<file path="src/logic/grmb_pkg.sv">
// Package: constants and types shared by the general register mailbox
`default_nettype none

package grmb_pkg;

	// ****************************************
	// Mailbox port selects and control byte
	// ****************************************
	localparam logic [1:0] PORT_CTL = 2'h2;
	localparam logic [1:0] PORT_DATA = 2'h3;
	localparam int CTL_UNSOL_BIT = 7;
	localparam int CTL_WB_BIT = 6;
	localparam int CTL_DIR_BIT = 5;
	localparam logic [7:0] RESP_OK = 8'h00;
	localparam logic [7:0] RESP_ERR = 8'h01;
	localparam logic [7:0] NULL_BYTE = 8'h00;
	localparam logic [7:0] REG_RESET = 8'h00;

	// ****************************************
	// General register addresses
	// ****************************************
	localparam logic [4:0] ADDR_CFG_SLOT = 5'h00;
	localparam logic [4:0] ADDR_HANDSHAKE_SELECT = 5'h01;
	localparam logic [4:0] ADDR_CONNECTION_RESULT = 5'h02;
	localparam logic [4:0] ADDR_TONE_DIAL_DIGIT = 5'h03;
	localparam logic [4:0] ADDR_TONE_DIGIT_DETECTED = 5'h04;
	localparam logic [4:0] ADDR_DATA_MODE_CONTROL = 5'h05;
	localparam logic [4:0] ADDR_TEST_CONTROL = 5'h06;
	localparam logic [4:0] ADDR_SILICON_REVISION = 5'h07;
	localparam logic [4:0] ADDR_DETECT_ONE_ENABLE = 5'h08;
	localparam logic [4:0] ADDR_DETECT_ONE_STATUS = 5'h09;
	localparam logic [4:0] ADDR_DETECT_TWO_ENABLE = 5'h0a;
	localparam logic [4:0] ADDR_DETECT_TWO_STATUS = 5'h0b;
	localparam logic [4:0] ADDR_TRANSMIT_CONTROL = 5'h0c;
	localparam logic [4:0] ADDR_GENERAL_CONTROL = 5'h0d;
	localparam logic [4:0] ADDR_FAX_HANDSHAKE_CONTROL = 5'h0e;
	localparam logic [4:0] ADDR_RESERVED_SLOT = 5'h0f;
	localparam logic [4:0] ADDR_OPERATING_MODE_CONTROL = 5'h10;
	localparam logic [4:0] ADDR_ERROR_MAGNITUDE_LOW = 5'h11;
	localparam logic [4:0] ADDR_ERROR_MAGNITUDE_HIGH = 5'h12;
	localparam logic [4:0] ADDR_CALL_PROGRESS_TX_CONTROL = 5'h14;
	localparam logic [4:0] ADDR_PRECISE_TONE_DETECT_ENABLE = 5'h18;
	localparam logic [4:0] ADDR_PRECISE_TONE_DETECT_STATUS = 5'h19;

	// Writable registers, index order of the control array
	localparam int RW_COUNT = 12;
	localparam logic [RW_COUNT-1:0][4:0] RW_ADDRS = {
		ADDR_PRECISE_TONE_DETECT_ENABLE, ADDR_CALL_PROGRESS_TX_CONTROL,
		ADDR_OPERATING_MODE_CONTROL, ADDR_FAX_HANDSHAKE_CONTROL,
		ADDR_GENERAL_CONTROL, ADDR_TRANSMIT_CONTROL, ADDR_DETECT_TWO_ENABLE,
		ADDR_DETECT_ONE_ENABLE, ADDR_TEST_CONTROL, ADDR_DATA_MODE_CONTROL,
		ADDR_TONE_DIAL_DIGIT, ADDR_HANDSHAKE_SELECT};
	localparam int IDX_DETECT_ONE_ENABLE = 4;
	localparam int IDX_DETECT_TWO_ENABLE = 5;
	localparam int IDX_PRECISE_TONE_DETECT_ENABLE = 11;

	// ****************************************
	// Types
	// ****************************************
	typedef enum logic [1:0] {ST_IDLE, ST_EXEC, ST_WAIT} grmb_state_e;
	typedef logic [RW_COUNT-1:0][7:0] grmb_ctrl_t;

	typedef struct packed {
		logic wr;
		logic rd;
		logic [1:0] mailbox_port_select;
		logic [7:0] wdata;
	} grmb_host_req_s;

	typedef struct packed {
		logic [7:0] connection_result;
		logic [7:0] tone_digit_detected;
		logic [7:0] detect_one_status;
		logic [7:0] detect_two_status;
		logic [7:0] precise_tone_detect_status;
		logic [15:0] error_magnitude;
	} grmb_status_s;

	typedef struct packed {
		logic [7:0] ctl;
		logic [7:0] data;
	} grmb_mbx_s;

endpackage : grmb_pkg

`default_nettype wire

</file>
<file path="src/logic/grmb_mailbox.sv">
// Module: host mailbox for general register access and unsolicited reports
//
// Functional notes
// - Control bit 5 set means read, clear means write.
// - Control byte goes to port 10b, data to 11b; data starts work.
// - Device echoes the received control byte, with bit 7 cleared, into the mailbox.
// - Write answers 00h ok or 01h error; read answers register contents.
// - With the answer placed, the interrupt output goes low.
// - Every general register command is answered, once any unread answer has been read.
// - With no answer ready, both mailbox bytes read zero.
// - Host reads control then data; the data read releases the interrupt.
// - Returned bit 7 only for unsolicited; bit 5 and address echo.
// - Enabled detect changes post an unsolicited report of that register.
// - Unsolicited reports clear word/byte; direction repeats the last command.
// - Reading the data byte clears the interrupt; none is raised before.
// - Enable registers gate detect changes bit by bit.
// - Error measure reads as low byte 11h and high byte 12h.
`default_nettype none

module grmb_mailbox #(
	// Arbitrary revision code
	parameter logic [7:0] REVISION = 8'h5a
) (
	input wire logic ref_clk,
	input wire logic srst,
	input wire grmb_pkg::grmb_host_req_s host_req,
	output logic [7:0] host_rdata,
	output logic host_irq_n,
	input wire grmb_pkg::grmb_status_s pump_status,
	output grmb_pkg::grmb_ctrl_t pump_ctrl
);

	// ****************************************
	// State
	// ****************************************
	typedef struct packed {
		grmb_pkg::grmb_state_e state;
		logic [7:0] ctl_in;
		logic [7:0] cmd_ctl;
		logic [7:0] cmd_data;
		logic cmd_pending;
		logic last_dir;
		grmb_pkg::grmb_mbx_s mbx;
		logic mbx_valid;
		logic irq_n;
		logic [7:0] rdata;
	} grmb_top_s;

	grmb_top_s s;
	grmb_top_s next_s;

	logic rf_wr;
	logic [7:0] rf_rd;
	logic rf_writable;
	logic rf_readable;
	logic cmd_bad;
	logic cmd_is_read;
	logic [2:0] det_pend;
	logic [2:0] det_clear;
	logic host_ctl_wr;
	logic host_data_wr;
	logic host_ctl_rd;
	logic host_data_rd;

	// ****************************************
	// Host port decode
	// ****************************************
	assign host_ctl_wr = host_req.wr && host_req.mailbox_port_select == grmb_pkg::PORT_CTL;
	assign host_data_wr = host_req.wr && host_req.mailbox_port_select == grmb_pkg::PORT_DATA;
	assign host_ctl_rd = host_req.rd && host_req.mailbox_port_select == grmb_pkg::PORT_CTL;
	assign host_data_rd = host_req.rd && host_req.mailbox_port_select == grmb_pkg::PORT_DATA;

	// Malformed commands and the configuration slot are refused: error answer on write, zero on read
	assign cmd_bad = s.cmd_ctl[grmb_pkg::CTL_UNSOL_BIT]
		| s.cmd_ctl[grmb_pkg::CTL_WB_BIT]
		| (s.cmd_ctl[4:0] == grmb_pkg::ADDR_CFG_SLOT);
	assign cmd_is_read = s.cmd_ctl[grmb_pkg::CTL_DIR_BIT];

	// ****************************************
	// Register file and detectors
	// ****************************************
	grmb_regfile #(
		.REVISION(REVISION)
	) u_regfile (
		.ref_clk(ref_clk),
		.srst(srst),
		.wr_en(rf_wr),
		.addr(s.cmd_ctl[4:0]),
		.wdata(s.cmd_data),
		.status(pump_status),
		.rd_data(rf_rd),
		.writable(rf_writable),
		.readable(rf_readable),
		.ctrl(pump_ctrl)
	);

	grmb_change_detect u_det_one (
		.ref_clk(ref_clk),
		.srst(srst),
		.status(pump_status.detect_one_status),
		.enable(pump_ctrl[grmb_pkg::IDX_DETECT_ONE_ENABLE]),
		.clear(det_clear[0]),
		.pending(det_pend[0])
	);

	grmb_change_detect u_det_two (
		.ref_clk(ref_clk),
		.srst(srst),
		.status(pump_status.detect_two_status),
		.enable(pump_ctrl[grmb_pkg::IDX_DETECT_TWO_ENABLE]),
		.clear(det_clear[1]),
		.pending(det_pend[1])
	);

	grmb_change_detect u_det_tone (
		.ref_clk(ref_clk),
		.srst(srst),
		.status(pump_status.precise_tone_detect_status),
		.enable(pump_ctrl[grmb_pkg::IDX_PRECISE_TONE_DETECT_ENABLE]),
		.clear(det_clear[2]),
		.pending(det_pend[2])
	);

	// ****************************************
	// Mailbox sequencing
	// ****************************************
	always_comb begin
		next_s = s;
		rf_wr = 1'b0;
		det_clear = 3'h0;

		// Host reads; an empty mailbox reads as zero
		if (host_ctl_rd) begin
			next_s.rdata = s.mbx_valid ? s.mbx.ctl : grmb_pkg::NULL_BYTE;
		end else if (host_data_rd) begin
			next_s.rdata = s.mbx_valid ? s.mbx.data : grmb_pkg::NULL_BYTE;
			if (s.mbx_valid) begin
				next_s.mbx_valid = 1'b0;
				next_s.irq_n = 1'b1;
			end
		end else if (host_req.rd) begin
			next_s.rdata = grmb_pkg::NULL_BYTE;
		end

		case (s.state)
			grmb_pkg::ST_IDLE: begin
				if (s.cmd_pending) begin
					next_s.state = grmb_pkg::ST_EXEC;
				end else if (det_pend != 3'h0) begin
					// Unsolicited report: bit 7 set, word/byte clear
					next_s.mbx.ctl[grmb_pkg::CTL_UNSOL_BIT] = 1'b1;
					next_s.mbx.ctl[grmb_pkg::CTL_WB_BIT] = 1'b0;
					next_s.mbx.ctl[grmb_pkg::CTL_DIR_BIT] = s.last_dir;
					if (det_pend[0]) begin
						next_s.mbx.ctl[4:0] = grmb_pkg::ADDR_DETECT_ONE_STATUS;
						next_s.mbx.data = pump_status.detect_one_status;
						det_clear[0] = 1'b1;
					end else if (det_pend[1]) begin
						next_s.mbx.ctl[4:0] = grmb_pkg::ADDR_DETECT_TWO_STATUS;
						next_s.mbx.data = pump_status.detect_two_status;
						det_clear[1] = 1'b1;
					end else begin
						next_s.mbx.ctl[4:0] = grmb_pkg::ADDR_PRECISE_TONE_DETECT_STATUS;
						next_s.mbx.data = pump_status.precise_tone_detect_status;
						det_clear[2] = 1'b1;
					end
					next_s.mbx_valid = 1'b1;
					next_s.irq_n = 1'b0;
					next_s.state = grmb_pkg::ST_WAIT;
				end
			end
			grmb_pkg::ST_EXEC: begin
				// Echo with bit 7 clear: this answers the last command
				next_s.mbx.ctl = {1'b0, s.cmd_ctl[6:0]};
				next_s.last_dir = cmd_is_read;
				if (cmd_is_read) begin
					next_s.mbx.data = (!cmd_bad && rf_readable) ? rf_rd : grmb_pkg::NULL_BYTE;
				end else if (!cmd_bad && rf_writable) begin
					rf_wr = 1'b1;
					next_s.mbx.data = grmb_pkg::RESP_OK;
				end else begin
					next_s.mbx.data = grmb_pkg::RESP_ERR;
				end
				next_s.cmd_pending = 1'b0;
				next_s.mbx_valid = 1'b1;
				next_s.irq_n = 1'b0;
				next_s.state = grmb_pkg::ST_WAIT;
			end
			grmb_pkg::ST_WAIT: begin
				// Nothing new is posted until the answer is read
				if (!next_s.mbx_valid) begin
					next_s.state = grmb_pkg::ST_IDLE;
				end
			end
			default: begin
				next_s.state = grmb_pkg::ST_IDLE;
			end
		endcase

		// Host writes last so a fresh command is never lost
		if (host_ctl_wr) begin
			next_s.ctl_in = host_req.wdata;
		end
		if (host_data_wr) begin
			next_s.cmd_ctl = s.ctl_in;
			next_s.cmd_data = host_req.wdata;
			next_s.cmd_pending = 1'b1;
		end
	end

	always_ff @(posedge ref_clk) begin
		if (srst) begin
			s <= '0;
			s.state <= grmb_pkg::ST_IDLE;
			s.irq_n <= 1'b1;
		end else begin
			s <= next_s;
		end
	end

	assign host_rdata = s.rdata;
	assign host_irq_n = s.irq_n;

	logic [7:0] echo_exp;
	logic exec_write_ok;
	logic exec_write_err;
	logic exec_read_ok;
	logic exec_read_bad;
	logic unsol_go;
	assign echo_exp = {1'b0, s.cmd_ctl[6:0]};
	assign exec_write_ok = s.state == grmb_pkg::ST_EXEC && !cmd_is_read && !cmd_bad
		&& rf_writable;
	assign exec_write_err = s.state == grmb_pkg::ST_EXEC && !cmd_is_read
		&& (cmd_bad || !rf_writable);
	assign exec_read_ok = s.state == grmb_pkg::ST_EXEC && cmd_is_read && !cmd_bad
		&& rf_readable;
	assign exec_read_bad = s.state == grmb_pkg::ST_EXEC && cmd_is_read
		&& (cmd_bad || !rf_readable);
	// Detect one beats detect two, which beats the precise tone detector
	assign unsol_go = s.state == grmb_pkg::ST_IDLE && !s.cmd_pending && det_pend != 3'h0;
endmodule : grmb_mailbox

`default_nettype wire

</file>
<file path="src/logic/grmb_change_detect.sv">
// Module: per-register change detector with sticky pending flag
`default_nettype none

module grmb_change_detect (
	input wire logic ref_clk,
	input wire logic srst,
	input wire logic [7:0] status,
	input wire logic [7:0] enable,
	input wire logic clear,
	output logic pending
);

	typedef struct packed {
		logic [7:0] prev;
		logic pending;
	} grmb_det_s;

	grmb_det_s s;
	grmb_det_s next_s;
	logic change;

	always_comb begin
		next_s = s;
		change = |((status ^ s.prev) & enable);
		next_s.prev = status;
		// Set wins over clear
		next_s.pending = change | (s.pending & ~clear);
	end

	always_ff @(posedge ref_clk) begin
		if (srst) begin
			s <= '0;
		end else begin
			s <= next_s;
		end
	end

	assign pending = s.pending;
endmodule : grmb_change_detect

`default_nettype wire

</file>
<file path="src/logic/grmb_regfile.sv">
// Module: general register storage and read selection
`default_nettype none

module grmb_regfile #(
	// Arbitrary revision code
	parameter logic [7:0] REVISION = 8'h5a
) (
	input wire logic ref_clk,
	input wire logic srst,
	input wire logic wr_en,
	input wire logic [4:0] addr,
	input wire logic [7:0] wdata,
	input wire grmb_pkg::grmb_status_s status,
	output logic [7:0] rd_data,
	output logic writable,
	output logic readable,
	output grmb_pkg::grmb_ctrl_t ctrl
);

	typedef struct packed {
		grmb_pkg::grmb_ctrl_t rw;
	} grmb_rf_s;

	grmb_rf_s s;
	grmb_rf_s next_s;
	logic [3:0] idx;

	always_comb begin
		next_s = s;
		idx = 4'h0;
		writable = 1'b0;
		readable = 1'b1;
		rd_data = grmb_pkg::NULL_BYTE;
		for (int i = 0; i < grmb_pkg::RW_COUNT; i++) begin
			if (addr == grmb_pkg::RW_ADDRS[i]) begin
				idx = 4'(i);
				writable = 1'b1;
			end
		end
		case (addr)
			grmb_pkg::ADDR_CONNECTION_RESULT: rd_data = status.connection_result;
			grmb_pkg::ADDR_TONE_DIGIT_DETECTED: rd_data = status.tone_digit_detected;
			grmb_pkg::ADDR_SILICON_REVISION: rd_data = REVISION;
			grmb_pkg::ADDR_DETECT_ONE_STATUS: rd_data = status.detect_one_status;
			grmb_pkg::ADDR_DETECT_TWO_STATUS: rd_data = status.detect_two_status;
			grmb_pkg::ADDR_PRECISE_TONE_DETECT_STATUS: rd_data = status.precise_tone_detect_status;
			grmb_pkg::ADDR_ERROR_MAGNITUDE_LOW: rd_data = status.error_magnitude[7:0];
			grmb_pkg::ADDR_ERROR_MAGNITUDE_HIGH: rd_data = status.error_magnitude[15:8];
			default: readable = writable;
		endcase
		if (writable) begin
			rd_data = s.rw[idx];
		end
		if (wr_en && writable) begin
			next_s.rw[idx] = wdata;
		end
	end

	always_ff @(posedge ref_clk) begin
		if (srst) begin
			s <= '0;
		end else begin
			s <= next_s;
		end
	end

	assign ctrl = s.rw;

endmodule : grmb_regfile

`default_nettype wire

</file>
<file path="config.mk">
export PLATFORM = sky130hd
export DESIGN_NAME = grmb_mailbox
export DESIGN_NICKNAME = d
export VERILOG_FILES = /design/src/logic/grmb_pkg.sv /design/src/logic/grmb_mailbox.sv /design/src/logic/grmb_change_detect.sv /design/src/logic/grmb_regfile.sv
export SDC_FILE = /design/constraint.sdc
export NUM_CORES = 1
export LEC_CHECK = 0
export BUFFER_PORTS_ARGS = -buffer_cell sky130_fd_sc_hd__buf_2
export CELL_PAD_IN_SITES_DETAIL_PLACEMENT = 0
export CELL_PAD_IN_SITES_GLOBAL_PLACEMENT = 2
export CORE_UTILIZATION = 33
export DETAILED_ROUTE_END_ITERATION = 6
export PLACE_DENSITY_LB_ADDON = 0.12
export SLEW_MARGIN = 40
export SYNTH_ARGS = -nofsm -noshare
export SYNTH_HDL_FRONTEND = slang
export SYNTH_HIERARCHICAL = 1
export SYNTH_SLANG_ARGS = --single-unit
</file>
<file path="constraint.sdc">
create_clock -name ref_clk -period 4.1 [get_ports ref_clk]
set_input_delay 0.615 -clock ref_clk [delete_from_list [all_inputs] [get_ports ref_clk]]
set_output_delay 0.615 -clock ref_clk [all_outputs]
set_load 0.01 [all_outputs]
</file>
==> results_dict.tcl, run 1 <==
set metrics [dict create \
    synth_area_per_cell_um2 9.11 \
    slew_violations 0 \
    wl_um 35200 \
    drc_errors 0 \
    synth_nets 1005 \
    fin_setup_tns_ps 0 \
    internal_power_mw 2.63 \
    cts_tree "yes" \
    grt_setup_unrepaired "false" \
    synth_top_cell_by_area "dfxtp_1" \
    synthTopCellsByCount "dfxtp_1 (177), nor2_1 (152), mux2i_1 (124), nand2_1 (53), a21oi_1 (44)" \
    power.density_nw_per_um2 351 \
    peakVddDrop_mv 0.235 \
    port_buffers 174 \
    cp-end-kind "flip-flop" \
    ys_warn_count 6 \
    postCtsSetupRepairBufs 0 \
    critPathArrivalTime_ps 3820 \
    grt_pass1_vias 7310 \
    synth_area_leaders "dfxtp_1 (42%), mux2i_1 (15%), nor2_1 (6.7%), a22oi_1 (2.9%), a21oi_1 (2.6%)" \
    die_w_um 163 \
    yosysMostFrequentCell "dfxtp_1" \
    ys_seq_elements 177 \
    layout-drive-gt1-share_pct 23.6 \
    status "finished clean" \
    start_util_pct 33.7 \
    synth-async-reset-ratio_pct 0 \
    cts_hold_buf 0 \
    root_buffer "clkbuf_16" \
    syn2layout_area_growth_pct 20.5 \
    track_usage_pct 26.4 \
    pwr-share-seq_pct 49.1 \
    p_comb_share_pct 4.9 \
    path_max_fanout 23 \
    timing.fmax_mhz 284 \
    clkLatencyLatePin_ps 440 \
    yosys.area.top_type_share_pct 41.6 \
    grt_pass1_wl_um 50500 \
    ys.flop_type "dfxtp_1" \
    path_clk_slew_ps 80 \
    cp.required_ps 4410 \
    hold_viol 0 \
    holdCritPathClass "input port to flip-flop" \
    slew_headroom_pct 40.9 \
    coreArea_um2 25300 \
    power.switching_mw 0.978 \
    drtAntennaViolNets 0 \
    post_dp_cell_area_um2 9670 \
    post-route-period-util_pct 85.7 \
    ios 175 \
    place_congestion 0.913 \
    start_kind "flip-flop" \
    drt_iter0_markers 742 \
    p_leak_nw 4.53 \
    post-dp-hpwl_um 26200 \
    cts_resized 0 \
    swShare_pct 27.1 \
    clockBufferDepth 2 \
    ys_types 75 \
    path_cells "buf_4 > and4bb_2 > o41a_1 > nor2_1 > a2111oi_1 > o221ai_1 > a221oi_1 > nor3_1" \
    fin_nets 1154 \
    wl_per_cell_um 24.7 \
    rrSetupSlack_ps 580 \
    maxCapViolCount 0 \
    htree_levels 4 \
    clock_skew_ps 13.5 \
    grt-ovfl-total 0 \
    grt_max_degree 94 \
    power_frac_clock_pct 46.0 \
    firstDrtPassIters 5 \
    antenna_cells 0 \
    hold_slack_ps 416 \
    cts.sinks 177 \
    setup_viol 0 \
    crit_slowest_cell "a2111oi_1" \
    die_area_um2 26500 \
    critPathMaxStageDelay_ps 840 \
    die_y_um 163 \
    antenna_found_initial 0 \
    period_minus_slack_ps 3520 \
    syn_inst 935 \
    synth_edf_count 0 \
    finalInstanceArea_um2 10300 \
    yosysSeqAreaShare_pct 41.6 \
    worst_pin_slew_ps 886 \
    row_count 58 \
    cts_made_buffers 17 \
    worst-setup-path-type "flip-flop to flip-flop" \
    avgViaCountPerCell 5.56 \
    vias 7940 \
    syn-cell-area_um2 8520 \
]
path summary, 6_finish.rpt:
check / start / endpoint / depth (start not counted)
max: echo_exp[0]$_SDFFE_PP0P_ / s[14]$_SDFFE_PP0P_ / 8
min: host_req[6] / s[34]$_SDFFE_PP0P_ / 3
max reg2reg: echo_exp[0]$_SDFFE_PP0P_ / s[14]$_SDFFE_PP0P_ / 8
min reg2reg: s[50]$_SDFFE_PP0P_ / echo_exp[6]$_SDFFE_PP0P_ / 2
flip-flops by register name (all words and copies together), names as in the netlist, 6 cells and up:
register	cells
u_det_one/s	8
host_rdata	8
u_regfile/ctrl	96
u_det_two/s	8
s	38
u_det_tone/s	8
echo_exp	6
power by group through the flow:
stage	clock, mW	sequential (mW)	combinational, mW
2_1_floorplan	0	1.79	0.0965
3_3_place_gp	0	1.81	0.179
3_5_place_dp	0	1.81	0.178
4_1_cts	1.70	1.77	0.179
5_1_grt	1.76	1.77	0.192
6_report	1.66	1.77	0.177
layout make-up:
cell class	instances	area [um^2]
fill	2604	15000
multi-input combinational	680	4620
sequential	177	3550
timing repair buffer	198	1070
clock buffer	17	425
tap	330	413
clock inverter	15	161
inverter	10	37.5
cells by family after synthesis:
kind of cell           after synthesis  share of synthesized area [%]
AND/OR/NAND/NOR                    350                           20.5
flip-flops                         177                           41.6
AO/OA/AOI/OAI                      176                           15.6
multiplexers                       129                           15.4
buffers and inverters               78                           4.43
XOR/XNOR                            25                           2.57
metrics by stage:
step | worst slack [ps] | cells | total power, mW | util (%)
after floorplan | 1230 | 935 | 1.89 | -
after global placement | 303 | 1394 | 1.99 | 38.2
after detailed placement | 746 | 1395 | 1.99 | 38.3
after CTS | 727 | 1427 | 3.64 | 40.6
after global routing | 420 | 1427 | 3.72 | 40.6
final | 585 | 1427 | 3.61 | 40.6
routing by layer:
layer | part of all wire, % | global-route usage [%] | up-vias
li1 | - | - | 3684
met1 | 48 | 38.8 | 3892
met2 | 44 | 39.9 | 334
met3 | 6.4 | 4.25 | 30
met4 | 1.5 | 5.99 | 0
met5 | 0 | 0 | -
critical path: cells and delay by family, from the launching register on:
family	cells	cell delay (ps)
flops	1	720
buf+inv	1	390
compound gates	4	1760
simple gates	3	510
layout by cell type, fill, tap and decap left out, types with 8 or more instances in the layout:
master	n
buf_4	24
a22oi_1	33
nor3_1	14
nand2_1	53
dfxtp_1	175
a221o_1	8
nand3_1	16
a22o_1	9
mux2i_1	124
nor2b_1	33
and3_1	12
nand4_1	13
nand3b_1	9
xor2_1	24
inv_1	10
a21oi_1	44
buf_2	173
clkbuf_16	17
a221oi_1	13
nor2_1	152
No activity file was read; power rests on OpenSTA's default activity.
==> run 2, diff against run 1 <==
--- a/config.mk
+++ b/config.mk
@@ -8,7 +8,9 @@
 export BUFFER_PORTS_ARGS = -buffer_cell sky130_fd_sc_hd__buf_2
 export CELL_PAD_IN_SITES_DETAIL_PLACEMENT = 0
 export CELL_PAD_IN_SITES_GLOBAL_PLACEMENT = 2
-export CORE_UTILIZATION = 33
+export CORE_UTILIZATION = 34
+export CTS_BUF_LIST = sky130_fd_sc_hd__clkbuf_4
+export CTS_CLUSTER_DIAMETER = 200
 export DETAILED_ROUTE_END_ITERATION = 6
 export PLACE_DENSITY_LB_ADDON = 0.12
 export SLEW_MARGIN = 40
==> run 2 against run 1 <==
Effect of this change: the flow now finishes with violations (DRC); via count up 0.99%; design area down 2.4%; sequential cell count unchanged; power down 16%; critical endpoint is now s[15]$_SDFFE_PP0P_.
==> results_dict.tcl, run 2 (synthesized netlist as in run 1, its figures left out) <==
set metrics [dict create \
    clock_skew_ps 31.6 \
    final_cell_mix "dfxtp_1 (175), buf_2 (173), nor2_1 (152), mux2i_1 (124), nand2_1 (53)" \
    grt_setup_unrepaired "false" \
    port_buffers 174 \
    drc_errors 2 \
    place_congestion 0.916 \
    slew_violations 0 \
    htree_levels 4 \
    p_leak_nw 4.42 \
    path_max_fanout 12 \
    critPathArrivalTime_ps 3870 \
    syn2layout_area_growth_pct 17.5 \
    fin_setup_tns_ps 0 \
    firstDrtPassIters 7 \
    rrSetupSlack_ps 710 \
    cts_made_buffers 17 \
    hold_viol 0 \
    cts_hold_buf 0 \
    dp_cells 1394 \
    die_y_um 160 \
    antenna_found_initial 1 \
    cts_tree "yes" \
    largest_register_ffs 96 \
    ios 175 \
    avgViaCountPerCell 5.61 \
    track_usage_pct 26.9 \
    violations "DRC" \
    whs_path_depth 3 \
    grt_pass1_wl_um 50800 \
    cts.sinks 177 \
    maxCapViolCount 0 \
    post-dp-hpwl_um 25900 \
    worst-setup-path-type "flip-flop to flip-flop" \
    postCtsSetupRepairBufs 0 \
    timing.fmax_mhz 295 \
    grt_max_degree 88 \
    grt_pass1_vias 7488 \
    post-route-period-util_pct 82.6 \
    root_buffer "clkbuf_4" \
    fillerInstances 2571 \
    fin_nets 1159 \
    critPathMaxStageDelay_ps 650 \
    grt-ovfl-total 0 \
    drt_iter0_markers 642 \
    vias 8019 \
    layout-drive-gt1-share_pct 23.8 \
    reg2reg_depth 9 \
    row_count 57 \
    cp.required_ps 4580 \
    drtAntennaViolNets 0 \
    path_clk_slew_ps 170 \
    r2r_end "s[15]$_SDFFE_PP0P_" \
    start_kind "flip-flop" \
    worst_pin_slew_ps 879 \
    setup_viol 0 \
    period_minus_slack_ps 3390 \
    path_cells "buf_4 > nor2b_1 > buf_4 > and3_1 > a221o_1 > o41ai_1 > o211ai_1 > a221oi_1 > nor3_1" \
    peakVddDrop_mv 0.147 \
    cts_resized 0 \
    slew_headroom_pct 40.9 \
    clkLatencyLatePin_ps 610 \
    clockBufferDepth 2 \
    start_util_pct 34.8 \
    holdCritPathClass "input port to flip-flop" \
    startpoint "echo_exp[3]$_SDFFE_PP0P_" \
    layout_commonest_cell "dfxtp_1" \
    die_area_um2 25700 \
    cp_common_cell "buf_4" \
    wl_um 34700 \
    coreArea_um2 24500 \
    crit_slowest_cell "o41ai_1" \
    cp-end-kind "flip-flop" \
    die_w_um 160 \
    status "finished with violations" \
    worstReg2RegStart "echo_exp[3]$_SDFFE_PP0P_" \
    crit_end "s[15]$_SDFFE_PP0P_" \
    wl_per_cell_um 24.2 \
    stdcell_count 1430 \
    power.density_nw_per_um2 301 \
]
## run 2: changes by cell type in the layout (fill, tap and decap cells not counted), sizes merged
| cell | change |
|---|---|
| buf | +5 |
| diode | +4 |
| bufinv | +1 |
| clkbuf | +1 |
| clkinv | -1 |
| inv | -1 |
## run 2: how the worst min path moves through the flow
stage | slack, ps | end | start
floorplan | 430 | s[43]$_SDFFE_PP0P_ | s[51]$_SDFFE_PP0P_
global placement | 450 | s[26]$_SDFFE_PP0P_ | s[26]$_SDFFE_PP0P_
detailed placement | 460 | s[26]$_SDFFE_PP0P_ | s[26]$_SDFFE_PP0P_
CTS | 200 | s[34]$_SDFFE_PP0P_ | host_req[6]
global route | 180 | s[30]$_SDFFE_PP0P_ | host_req[2]
finish | 230 | s[30]$_SDFFE_PP0P_ | host_req[2]
## run 2: final cells by class
class	instances	area (um^2)	area share [%]
inverters	10	37.5	0.375
clock buffers	18	135	1.35
multi-input cells	680	4610	46.0
well taps	324	405	4.05
flip-flops and latches	177	3550	35.4
diodes	4	10.0	0.100
repair buffers	203	1110	11.1
clock inverters	14	168	1.67
## run 2: metal layers
layer  vias up  part of all wire, %  GRT usage [%]
li1       3696                    -              -
met1      3903                   47           38.8
met2       374                   44           40.7
met3        46                  7.1           5.24
met4         0                  1.9           6.80
met5         -                    0              0
## run 2: power by group
part           switching, mW  internal, mW
Combinational          0.113        0.0662
Clock                  0.724         0.343
Sequential            0.0287          1.74
## run 2: critical path: cells and delay by family, from the launching register on
kind                   cells  cell delay (ps)
AND/OR/NAND/NOR            3              560
buffers and inverters      2              540
AO/OA/AOI/OAI              4             1640
flip-flops                 1              550
## run 2: through the flow
stage | setup WS [ps] | util [%] | hold WS [ps] | instance area (um^2) | total power, mW
6_report | 714 | 40.9 | 229 | 10000 | 3.02
3_3_place_gp | 838 | 39.6 | 448 | 9690 | 1.99
5_1_grt | 487 | 40.9 | 178 | 10000 | 3.14
2_1_floorplan | 1230 | - | 432 | 8520 | 1.89
4_1_cts | 794 | 40.9 | 200 | 10000 | 3.05
3_5_place_dp | 819 | 39.7 | 456 | 9700 | 1.99
